<file path="config.mk">
export PLATFORM = sky130hd
export DESIGN_NAME = nand_host
export DESIGN_NICKNAME = d
export VERILOG_FILES = /design/src/inc/nand_host_pkg.sv /design/src/rtl/nand_host.sv
export SDC_FILE = /design/constraint.sdc
export NUM_CORES = 1
export LEC_CHECK = 0
export ABC_AREA = 1
export BUFFER_PORTS_ARGS = -buffer_cell sky130_fd_sc_hd__buf_2
export CAP_MARGIN = 15
export CORE_MARGIN = 1
export CORE_UTILIZATION = 45
export DETAILED_ROUTE_END_ITERATION = 8
export PLACE_DENSITY = 0.71
export REMOVE_ABC_BUFFERS = 1
export SYNTH_ARGS = -nofsm -noshare
export SYNTH_HDL_FRONTEND = slang
export SYNTH_SLANG_ARGS = --single-unit
</file>
<file path="constraint.sdc">
create_clock -name CLOCK -period 5.2 [get_ports CLOCK]
set_input_delay 0.26 -clock CLOCK [delete_from_list [all_inputs] [get_ports CLOCK]]
set_output_delay 0.26 -clock CLOCK [all_outputs]
set_load 0.1 [all_outputs]
</file>
<file path="src/inc/nand_host_pkg.sv">
// Purpose: Shared constants for the byte-wide NAND flash host sequencer
// Assumes: 250 MHz system clock
// Notes:   Strobe widths are whole clock cycles derived from ns figures
package nand_host_pkg;
  localparam int unsigned CLK_PERIOD_PS = 4000;
  // Strobe timing in ns
  localparam int unsigned WE_PULSE_NS       = 35;
  localparam int unsigned WE_HIGH_NS        = 15;
  localparam int unsigned OUT_STB_PULSE_NS  = 25;
  localparam int unsigned OUT_STB_HIGH_NS   = 25;
  localparam int unsigned WHR_NS            = 60;
  localparam int unsigned OUT_STB_ACCESS_NS = 35;
  // Busy limits
  localparam int unsigned PROG_MAX_US    = 500;
  localparam int unsigned ERASE_MAX_MS   = 3;
  // Least times round up to whole cycles
  localparam int unsigned WE_LOW_CYC  = (WE_PULSE_NS * 1000 + CLK_PERIOD_PS - 1) / CLK_PERIOD_PS;
  localparam int unsigned WE_HIGH_CYC = (WE_HIGH_NS * 1000 + CLK_PERIOD_PS - 1) / CLK_PERIOD_PS;
  localparam int unsigned OUT_STB_LOW_CYC =
    (OUT_STB_PULSE_NS * 1000 + CLK_PERIOD_PS - 1) / CLK_PERIOD_PS;
  localparam int unsigned OUT_STB_HIGH_CYC =
    (OUT_STB_HIGH_NS * 1000 + CLK_PERIOD_PS - 1) / CLK_PERIOD_PS;
  localparam int unsigned WHR_CYC     = (WHR_NS * 1000 + CLK_PERIOD_PS - 1) / CLK_PERIOD_PS;
  localparam int unsigned SAMPLE_CYC =
    (OUT_STB_ACCESS_NS * 1000 + CLK_PERIOD_PS - 1) / CLK_PERIOD_PS;
  // Timeout counts for program and erase busy
  localparam int unsigned PROG_TMO_CYC  = PROG_MAX_US * 1000 * 1000 / CLK_PERIOD_PS;
  localparam int unsigned ERASE_TMO_CYC = ERASE_MAX_MS * 1000 * 1000 * 1000 / CLK_PERIOD_PS;
  // Address cycles per address
  localparam int unsigned ADDR_BYTES    = 3;
  // partial program limits, kept by user
  localparam int unsigned MAIN_NOP_MAX  = 2;
  localparam int unsigned SPARE_NOP_MAX = 3;
  // Request kinds
  typedef enum logic [2:0] {
    OP_CMD   = 3'h0,
    OP_ADDR  = 3'h1,
    OP_WDATA = 3'h2,
    OP_RDATA = 3'h3,
    OP_WAIT  = 3'h4
  } op_t;
  // Busy kind for a wait request
  typedef enum logic [1:0] {
    BUSY_READ  = 2'h0,
    BUSY_PROG  = 2'h1,
    BUSY_ERASE = 2'h2
  } busy_t;
endpackage

</file>
<file path="src/rtl/nand_host.sv">
// Purpose: Host sequencer driving a byte-wide NAND flash through its pins
// Assumes: Pin inputs synchronous to CLOCK; one request per handshake
// Notes:   Read bytes pass through a two-entry buffer toward the user
`timescale 1ns/1ps
`default_nettype none
module nand_host #(
  parameter int unsigned PROG_TMO  = nand_host_pkg::PROG_TMO_CYC,
  parameter int unsigned ERASE_TMO = nand_host_pkg::ERASE_TMO_CYC
) (
  // Clock and reset
  input  wire logic       CLOCK,
  input  wire logic       RST,
  // Request side
  input  wire logic       REQ_VALID,
  output logic            REQ_READY,
  input  wire logic [2:0] REQ_OP,
  input  wire logic [1:0] REQ_BUSY_KIND,
  input  wire logic       REQ_HOLD_SELECT,
  input  wire logic       REQ_LOCK_N,
  input  wire logic [7:0] REQ_DATA,
  // Read data side
  output logic            RD_VALID,
  input  wire logic       RD_READY,
  output logic [7:0]      RD_DATA,
  // Status
  output logic            BUSY_DONE,
  output logic            TIMEOUT_FAULT,
  // Flash pins
  output logic            CMD_LATCH,
  output logic            ADDR_LATCH,
  output logic            CHIP_SEL_N,
  output logic            WRITE_STROBE_N,
  output logic            OUTPUT_STROBE_N,
  output logic            WRITE_LOCK_N,
  output logic [7:0]      IO_OUT,
  output logic            IO_OE,
  input  wire logic [7:0] IO_IN,
  input  wire logic       READY_BUSY_N
);
  typedef enum logic [2:0] {
    S_IDLE, S_WLOW, S_WHIGH, S_RLOW, S_RHIGH, S_BUSY
  } state_t;

  state_t               state_ff, nxt_state;
  logic [31:0]          cnt_ff;
  nand_host_pkg::busy_t bkind_ff;
  logic [7:0]           rbuf_ff [2];
  logic                 wp_ff, rp_ff;
  logic [1:0]           fill_ff;
  logic                 seen_busy_ff;

  // Request decode
  wire nand_host_pkg::op_t req_op = nand_host_pkg::op_t'(REQ_OP);
  wire logic  cnt_zero   = (cnt_ff == 32'h0);
  wire logic  take       = REQ_VALID && REQ_READY;
  wire logic  rd_pop     = RD_VALID && RD_READY;
  wire logic  rd_push    = (state_ff == S_RLOW) && cnt_zero;
  wire logic [1:0] fill_nxt = fill_ff + {1'b0, rd_push} - {1'b0, rd_pop};
  // Ready is withheld while a read could overflow the buffer; with no
  // request offered yet the next one may be a read, so it waits too
  wire logic  rd_blocked = (fill_nxt == 2'h2) &&
                           (!REQ_VALID || req_op == nand_host_pkg::OP_RDATA);
  wire logic  can_take   = (nxt_state == S_IDLE) && !rd_blocked;
  // lock high from the start of program or erase wait
  wire logic  lock_nxt   = REQ_LOCK_N ||
                           ((req_op == nand_host_pkg::OP_WAIT) &&
                            (REQ_BUSY_KIND != nand_host_pkg::BUSY_READ));
  // Buffer head after this cycle's push and pop
  wire logic [7:0] head_nxt =
    ((fill_ff == 2'h0) || (rd_pop && fill_ff == 2'h1)) ? IO_IN :
    rd_pop ? rbuf_ff[!rp_ff] : rbuf_ff[rp_ff];
  wire logic  ready_seen = READY_BUSY_N && seen_busy_ff;
  wire logic [31:0] tmo_lim = (bkind_ff == nand_host_pkg::BUSY_ERASE)
                              ? ERASE_TMO[31:0] : PROG_TMO[31:0];
  wire logic  tmo_hit    = (bkind_ff != nand_host_pkg::BUSY_READ) &&
                           (cnt_ff >= tmo_lim);

  // Next state
  always_comb begin
    nxt_state = state_ff;
    unique case (state_ff)
      S_IDLE: begin
        if (take) begin
          if (req_op == nand_host_pkg::OP_RDATA)
            nxt_state = S_RLOW;
          else if (req_op == nand_host_pkg::OP_WAIT)
            nxt_state = S_BUSY;
          else
            nxt_state = S_WLOW;
        end
      end
      S_WLOW:  if (cnt_zero) nxt_state = S_WHIGH;
      S_WHIGH: if (cnt_zero) nxt_state = S_IDLE;
      S_RLOW:  if (cnt_zero) nxt_state = S_RHIGH;
      S_RHIGH: if (cnt_zero) nxt_state = S_IDLE;
      S_BUSY:  if (ready_seen || tmo_hit) nxt_state = S_IDLE;
    endcase
  end

  // State, counter and request capture
  always_ff @(posedge CLOCK) begin
    if (RST) begin
      state_ff <= S_IDLE;
      cnt_ff   <= 32'h0;
      bkind_ff <= nand_host_pkg::BUSY_READ;
    end else begin
      state_ff <= nxt_state;
      if (take) begin
        bkind_ff <= nand_host_pkg::busy_t'(REQ_BUSY_KIND);
        cnt_ff   <= (req_op == nand_host_pkg::OP_RDATA)
                    ? 32'(nand_host_pkg::OUT_STB_LOW_CYC - 1)
                    : (req_op == nand_host_pkg::OP_WAIT) ? 32'h0
                    : 32'(nand_host_pkg::WE_LOW_CYC - 1);
      end else if (state_ff == S_BUSY) begin
        cnt_ff <= cnt_ff + 32'h1;
      end else if (!cnt_zero) begin
        cnt_ff <= cnt_ff - 32'h1;
      end else if (state_ff == S_WLOW) begin
        // Turnaround before a read strobe after a write cycle
        cnt_ff <= 32'(nand_host_pkg::WHR_CYC - 1);
      end else if (state_ff == S_RLOW) begin
        cnt_ff <= 32'(nand_host_pkg::OUT_STB_HIGH_CYC - 1);
      end
    end
  end

  // Busy tracking: ready must be seen low before high counts as done
  always_ff @(posedge CLOCK) begin
    if (RST)
      seen_busy_ff <= 1'b0;
    else if (state_ff != S_BUSY)
      seen_busy_ff <= 1'b0;
    else if (!READY_BUSY_N)
      seen_busy_ff <= 1'b1;
  end

  // Status pulses
  always_ff @(posedge CLOCK) begin
    if (RST) begin
      BUSY_DONE     <= 1'b0;
      TIMEOUT_FAULT <= 1'b0;
    end else begin
      BUSY_DONE <= (state_ff == S_BUSY) && ready_seen;
      TIMEOUT_FAULT <= (state_ff == S_BUSY) && !ready_seen && tmo_hit;
    end
  end

  // Request handshake
  always_ff @(posedge CLOCK) begin
    if (RST)
      REQ_READY <= 1'b0;
    else
      REQ_READY <= can_take && !take && !REQ_READY;
  end

  // Pin drive
  always_ff @(posedge CLOCK) begin
    if (RST) begin
      CMD_LATCH       <= 1'b0;
      ADDR_LATCH      <= 1'b0;
      CHIP_SEL_N      <= 1'b1;
      WRITE_STROBE_N  <= 1'b1;
      OUTPUT_STROBE_N <= 1'b1;
      WRITE_LOCK_N    <= 1'b0;
      IO_OUT          <= 8'h00;
      IO_OE           <= 1'b0;
    end else begin
      if (take) begin
        CMD_LATCH  <= (req_op == nand_host_pkg::OP_CMD);
        ADDR_LATCH <= (req_op == nand_host_pkg::OP_ADDR);
        CHIP_SEL_N <= !(REQ_HOLD_SELECT || req_op != nand_host_pkg::OP_WAIT);
        WRITE_LOCK_N <= lock_nxt;
        IO_OUT <= REQ_DATA;
        IO_OE  <= (req_op != nand_host_pkg::OP_RDATA) &&
                  (req_op != nand_host_pkg::OP_WAIT);
        WRITE_STROBE_N  <= !((req_op != nand_host_pkg::OP_RDATA) &&
                             (req_op != nand_host_pkg::OP_WAIT));
        OUTPUT_STROBE_N <= (req_op != nand_host_pkg::OP_RDATA);
      end else if (state_ff == S_WLOW && cnt_zero) begin
        WRITE_STROBE_N <= 1'b1;
      end else if (state_ff == S_WHIGH && cnt_zero) begin
        IO_OE <= 1'b0;
      end else if (state_ff == S_RLOW && cnt_zero) begin
        OUTPUT_STROBE_N <= 1'b1;
      end else if (state_ff == S_BUSY) begin
        CMD_LATCH       <= 1'b0;
        ADDR_LATCH      <= 1'b0;
        WRITE_STROBE_N  <= 1'b1;
        OUTPUT_STROBE_N <= 1'b1;
        if (bkind_ff != nand_host_pkg::BUSY_READ)
          WRITE_LOCK_N <= 1'b1;
      end
    end
  end

  // Two-entry read buffer
  always_ff @(posedge CLOCK) begin
    if (RST) begin
      wp_ff   <= 1'b0;
      rp_ff   <= 1'b0;
      fill_ff <= 2'h0;
    end else begin
      if (rd_push) begin
        rbuf_ff[wp_ff] <= IO_IN;
        wp_ff <= !wp_ff;
      end
      if (rd_pop)
        rp_ff <= !rp_ff;
      fill_ff <= fill_ff + {1'b0, rd_push} - {1'b0, rd_pop};
    end
  end

  // Read port registered from buffer head
  always_ff @(posedge CLOCK) begin
    if (RST) begin
      RD_VALID <= 1'b0;
      RD_DATA  <= 8'h00;
    end else begin
      RD_VALID <= (fill_nxt != 2'h0);
      RD_DATA  <= head_nxt;
    end
  end
endmodule
`default_nettype wire

</file>
==> results of run 1 <==
==> state kept, by name, summed over array words and instances, names as in the netlist, named ones only <==
name and cells:
rbuf_ff 16, REQ_READY 1, WRITE_LOCK_N 1, WRITE_STROBE_N 1
wp_ff 1, OUTPUT_STROBE_N 1, CHIP_SEL_N 1, rp_ff 1
RD_DATA 8, bkind_ff 2, CMD_LATCH 1, ADDR_LATCH 1
IO_OE 1, IO_OUT 8, TIMEOUT_FAULT 1, seen_busy_ff 1
cnt_ff 32, RD_VALID 1, BUSY_DONE 1, state_ff 3
fill_ff 2
==> path summary, 6_finish.rpt <==
check                           cells past startpoint           end         start  slack, ns
worst min register to register                      2    ADDR_LATCH    ADDR_LATCH       0.47
worst max register to register                     16     REQ_READY     cnt_ff[8]       2.22
worst min-delay path                                2  seen_busy_ff  READY_BUSY_N        0.1
worst max-delay path                               16     REQ_READY     cnt_ff[8]       2.22
==> worst max-delay path, cell delays in order (launching register included) <==
cell and delay (ns):
dfxtp_1 0.39, nor2_1 0.20, nand2_1 0.17, nor2_1 0.21, nand3_1 0.11, nor2_2 0.23
nand2_1 0.25, ha_1 0.35, inv_1 0.04, ha_1 0.18, xor2_1 0.18, xor2_1 0.25
nand2_1 0.09, nand2_1 0.06, nor2_1 0.04, nand4_1 0.07, nor2_1 0.04
==> cells by family (layout without fill, tap and decap cells) <==
| family | count (synthesis) | after routing |
|---|---|---|
| and+or+nand+nor | 370 | 370 |
| adders and majority gates | 12 | 12 |
| DFF | 86 | 86 |
| xor gates and xnor gates | 15 | 15 |
| buffers and inverters | 111 | 159 |
| muxes | 8 | 8 |
| AOI/OAI and AO/OA | 126 | 126 |
==> synthesized netlist by cell type (3+ instances only) <==
cell / n
a211oi_1: 8
o21ai_1: 5
nand2_2: 5
nand4_1: 23
xor2_1: 13
buf_2: 6
nand3_1: 40
inv_1: 81
nor2_2: 6
o21bai_1: 9
nor3_1: 27
nor2_1: 107
nor2_4: 4
a211oi_2: 7
buf_6: 3
clkbuf_1: 14
a21oi_1: 34
nor4_1: 6
ha_1: 12
dfxtp_1: 70
o211ai_1: 6
nand2_1: 148
edfxtp_1: 16
inv_2: 6
mux2_2: 8
o21ai_0: 46
==> layout make-up <==
type	instances	area, sq um
fill	1036	5230
clock inverter	7	48.8
tap	140	175
inverter	87	327
timing repair buffer	56	283
multi-input combinational	531	2770
clock buffer	9	225
sequential	86	1880
==> routing by layer <==
layer	part of all wire, %	vias to the layer above
met5	0	-
met4	3.2	0
met3	7.2	38
met2	46	204
met1	44	2326
li1	-	2516
==> where the power goes <==
group          switching, mW  internal (mW)
sequential             0.220          0.834
clock                  0.277          0.323
combinational           1.46          0.610
==> summary.md, run 1 <==
| Metric | Value |
|---|---|
| GRT Util Overall | `25.5%` |
| Max-slew violation count | `0` |
| Area delta synth->final | `12.0%` |
| Number of diodes | `0` |
| Cell variety after synth | `40` |
| CTS Buffer Depth | `2` |
| Starting DRT DRC Count | `435` |
| Die footprint | `0.0118 sq mm` |
| GR Overflow Total | `0` |
| Setup TNS | `0 ns` |
| Max-cap violation count | `0` |
| Final worst path period share | `57.3%` |
| Grt met1 use | `31.7%` |
| Initial antenna violation count | `0` |
| Core area | `0.0109 sq mm` |
| Grt peak-use layer | `met2` |
| Vias/cell | `5.55` |
| Synth Flop Type | `dfxtp_1` |
| WL/cell | `15.4 um` |
| Sequential share of the synthesized area | `36.9%` |
| Synth area leaders | `dfxtp_1, nand2_1, edfxtp_1` |
| CP arrival | `3.23 ns` |
| Synth Area in Compound Gates | `15.3%` |
| Worst hold margin | `0.0992 ns` |
| Post-layout nets | `811` |
| Setup Skew | `0.00364 ns` |
| Port Buf Inserts | `54` |
| Final hold vios | `0` |
| Die width | `108 um` |
| Final setup viols | `0` |
| Final Cell Area | `0.00571 sq mm` |
| Worst-margin pin slew | `0.906 ns` |
| Startpoint class of the critical path | `flop` |
| # rows | `38` |
| Vias in the first global route | `4869` |
| Final Util | `52.2%` |
| CTS hold repair buffers | `0` |
| Syn_area_per_cell | `7.00 sq um` |
| # clock sinks | `86` |
| Inserted Clock Buffers | `9` |
| Post-synth EDFFs | `16` |
| Most frequent cells in the layout | `nand2_1, nor2_1, inv_1` |
| Routed wire length | `14100 um` |
| Post-CTS Repair Setup Buffers | `0` |
| Pwr Total | `3.72 mW` |
| Unrepaired setup endpoints after global routing | `no` |
| CTS clk-pin slew, worst paths | `0.06 ns` |
| Post-Synth Simple-Gate Area | `31.8%` |
| Root buf cell | `clkbuf_16` |
| Met2 Usage GRT | `41.6%` |
| Largest family of logic cells by synthesized area | `simple AND/OR/NAND/NOR gates` |
| Dpl hpwl | `10700 um` |
| Gate Count Post-Synth | `728` |
| Fmax | `336 MHz` |
| Die H | `108 um` |
| Async S/R FF share, synth | `0%` |
| TritonCTS clock tree | `built` |
| Top cell type by total area after synthesis | `dfxtp_1` |
| DP Area | `0.00543 sq mm` |
| Post-Synth Adder-Cell Area | `2.94%` |
| Top Ports | `55` |
| H-Tree Depth | `3` |
| # DRC | `0` |
| Worst Path Required | `5.45 ns` |
| Status | `complete, no violations` |
| Cell Pwr Density | `651 mW/mm^2` |
| Crit path time final | `2.98 ns` |
| Post-route setup slack | `2.22 ns` |
| Slew headroom | `39.5%` |
| Xor/xnor cell area share of the yosys netlist | `2.58%` |
| Crit path max fanout | `8` |
| Mux cell area share after synthesis | `1.77%` |
| Worst setup EP type | `flop` |
| Synth Register Bits | `86` |
| Commonest non-fill, non-tap cell in the layout | `nand2_1` |
| Placement Setup Slack | `2.23 ns` |
| Synth Warn # | `0` |
| Inst Count DP | `899` |
| Setup CP Type | `flop to flop` |
| Post-synthesis cell area | `0.00510 sq mm` |
| Leakage | `2.52 nW` |
| First-pass GRT wire length | `23000 um` |
| Global-route met3 utilization | `4.88%` |
| Routability cong. | `0.947` |
| Yosys top cell area share | `27.5%` |
| Pre-antenna DRT Iters | `5` |
| Share of cells above drive strength 1 | `14.0%` |
| Worst skew pair latency | `0.35 ns` |
| Post-CTS sizing | `0` |
| Largest net degree at the start of global routing | `29` |
| Total number of vias | `5084` |
| Initial Util | `46.6%` |
| Hold Path Class | `input port to flop` |
| Worst vdd ir | `0.353 mV` |
| Finished Layout Cells | `916` |
| Antenna viol nets, final | `0` |
No activity file was read; power rests on OpenSTA's default activity.
==> run 2, diff against run 1 <==
Clock period 5.2 ns to 3.1 ns, I/O delays scaled along.
==> run 2 against run 1 <==
Clock power increased by 82%. Clock skew is 0.0027 ns higher. Flip-flop and latch count stayed put. Sequential power grew 68%. Via count about the same. Utilization increased by 0.77 points. Cell count increased by 0.76%. Critical path depth is 1 higher. Sequential share of layout area down 0.48 points.
==> summary.md, run 2 (synthesis gave the netlist of run 1 again) <==
| Metric | Value |
|---|---|
| Worst Path Required | `3.39 ns (-2.06 ns)` |
| Final worst path period share | `87.4% (+30 points)` |
| Worst skew pair latency | `0.36 ns (about the same)` |
| Delay-heaviest family, CP | `simple AND/OR/NAND/NOR gates` |
| Final Cell Area | `0.00579 sq mm (+1.5%)` |
| Largest register FFs | `32 (unchanged)` |
| # clock sinks | `86 (unchanged)` |
| Worst path depth | `17 (+1)` |
| Vias/cell | `5.51 (-0.78%)` |
| Total number of vias | `5083 (-0.020%)` |
| Setup TNS | `0 ns (unchanged)` |
| Post-CTS sizing | `0 (unchanged)` |
| Initial antenna violation count | `0 (unchanged)` |
| Final setup viols | `0 (unchanged)` |
| Hold Path Class | `input port to flop` |
| DP Area | `0.00548 sq mm (+0.83%)` |
| Max stage delay on crit path | `0.35 ns (-0.04 ns)` |
| Worst r2r src | `cnt_ff[0]` |
| Number of diodes | `0 (unchanged)` |
| Die footprint | `0.0118 sq mm (unchanged)` |
| Max-cap violation count | `0 (unchanged)` |
| Root buf cell | `clkbuf_16` |
| Pre-antenna DRT Iters | `7 (+2)` |
| Core area | `0.0109 sq mm (unchanged)` |
| Area delta synth->final | `13.6%` |
| Largest net degree at the start of global routing | `29 (unchanged)` |
| Cell Pwr Density | `1080 mW/mm^2 (+66%)` |
| Antenna viol nets, final | `0 (unchanged)` |
| Final hold vios | `0 (unchanged)` |
| Post-CTS Repair Setup Buffers | `0 (unchanged)` |
| # DRC | `0 (unchanged)` |
| Starting DRT DRC Count | `415 (-4.6%)` |
| Share of cells above drive strength 1 | `14.7% (+0.64 points)` |
| Most flop-heavy register | `cnt_ff` |
| Post-layout nets | `818 (+0.86%)` |
| # rows | `38 (unchanged)` |
| Vias in the first global route | `4798 (-1.5%)` |
| Leakage | `2.57 nW (+2.0%)` |
| CTS hold repair buffers | `2 (+2)` |
| Initial Util | `46.6% (unchanged)` |
| Crit path time final | `2.71 ns (-0.268 ns)` |
| Hold path depth | `1 (-1)` |
| TritonCTS clock tree | `built` |
| Bufs and invs on worst path | `2 (+1)` |
| Die H | `108 um (unchanged)` |
| GR Overflow Total | `0 (unchanged)` |
| Critical path, cell by cell | `inv_1 > ha_1 > nand2_2 > nor2_4 > nand3_1 > nor2_2 > nand2_1 > ha_1 > inv_1 > ha_1 > xor2_1 > xor2_1 > nand2_1 > nand2_1 > nor2_1 > nand4_1 > nor2_1` |
| Port Buf Inserts | `54 (unchanged)` |
| Hold Crit Start | `IO_IN[4]` |
| Worst hold margin | `0.00187 ns (-0.0973 ns)` |
| Crit path max fanout | `6 (-2)` |
| Routability cong. | `0.957 (+1.0%)` |
| Biggest regs | `cnt_ff x32, rbuf_ff x16` |
| FF-to-FF End | `REQ_READY` |
| CP arrival | `3.01 ns (-0.22 ns)` |
| Top Ports | `55 (unchanged)` |
| GRT Util Overall | `25.5% (-0.071 points)` |
| Worst setup EP type | `flop` |
| Startpoint class of the critical path | `flop` |
| Most frequent cells in the layout | `nand2_1, nor2_1, inv_1` |
| Slack of the worst reg-to-reg path | `0.39 ns (-1.83 ns)` |
| Final Util | `53.0% (+0.77 points)` |
| Inserted Clock Buffers | `9 (unchanged)` |
| Hold Path End | `rbuf_ff[1][4]` |
| H-Tree Depth | `3 (unchanged)` |
| Unrepaired setup endpoints after global routing | `no` |
| CTS clk-pin slew, worst paths | `0.07 ns (about the same)` |
| WL/cell | `15.4 um (-0.32%)` |
| Dpl hpwl | `10700 um (+0.92%)` |
| Fmax | `369 MHz (+9.9%)` |
| Routed wire length | `14200 um (+0.45%)` |
| Max-slew violation count | `0 (unchanged)` |
| Setup CP Type | `flop to flop` |
| Slowest CP cell | `dfxtp_1` |
| Commonest non-fill, non-tap cell in the layout | `nand2_1` |
| First-pass GRT wire length | `23000 um (-0.21%)` |
| Worst vdd ir | `0.696 mV (+97%)` |
| CTS Buffer Depth | `2 (unchanged)` |
| Slew headroom | `50.2% (+11 points)` |
| Status | `complete, no violations` |
| Setup Skew | `0.00633 ns (+0.00269 ns)` |
| Worst-margin pin slew | `0.742 ns (-0.164 ns)` |
| Die width | `108 um (unchanged)` |
| Cell count of the worst reg-to-reg path | `17 (+1)` |
run 2: cell count changes in the layout (fill, tap and decap cells not counted):
cell / before / now
inv_6: 1 / 2
clkinvlp_4: 2 / 1
clkinv_2: 0 / 1
bufinv_16: 0 / 1
dlygate4sd3_1: 0 / 2
buf_4: 1 / 7
clkinv_4: 2 / 1
clkbuf_2: 1 / 0
clkinv_1: 2 / 1
run 2: worst max-delay path by stage:
stage | startpoint | endpoint | slack [ns]
after floorplan | REQ_READY | cnt_ff[24] | 0.39
after global placement | cnt_ff[0] | REQ_READY | 0.54
after detailed placement | cnt_ff[0] | REQ_READY | 0.41
after CTS | cnt_ff[0] | REQ_READY | 0.39
after global routing | cnt_ff[0] | REQ_READY | 0.13
final | cnt_ff[0] | REQ_READY | 0.39
run 2: cell type report:
cell class	count	area, sq um
multi-input cells	531	2770
repair buffers	63	343
clock buffers	9	225
fillers	1058	5140
well taps	140	175
flip-flops and latches	86	1880
clock inverters	7	72.6
inverters	87	327
run 2: per-layer routing:
metal / share of wire [%] / vias up / GRT usage, %
li1: - / 2535 / -
met1: 43 / 2308 / 30.9
met2: 47 / 213 / 43.2
met3: 6.7 / 27 / 4.70
met4: 2.9 / 0 / 12.2
met5: 0 / - / 0
run 2: through the flow:
step	std cells	power [mW]	worst slack, ns
after floorplan	704	4.34	0.388
after global placement	905	5.06	0.540
after detailed placement	905	5.13	0.407
after CTS	923	6.24	0.386
after global routing	923	6.75	0.131
final	923	6.26	0.390
run 2: power by group:
part / switching [mW] / internal [mW] / total, mW / leakage (nW)
Combinational: 2.37 / 1.03 / 3.40 / 1.71
Sequential: 0.358 / 1.40 / 1.76 / 0.716
Clock: 0.468 / 0.627 / 1.09 / 0.144
Total: 3.20 / 3.06 / 6.26 / 2.57
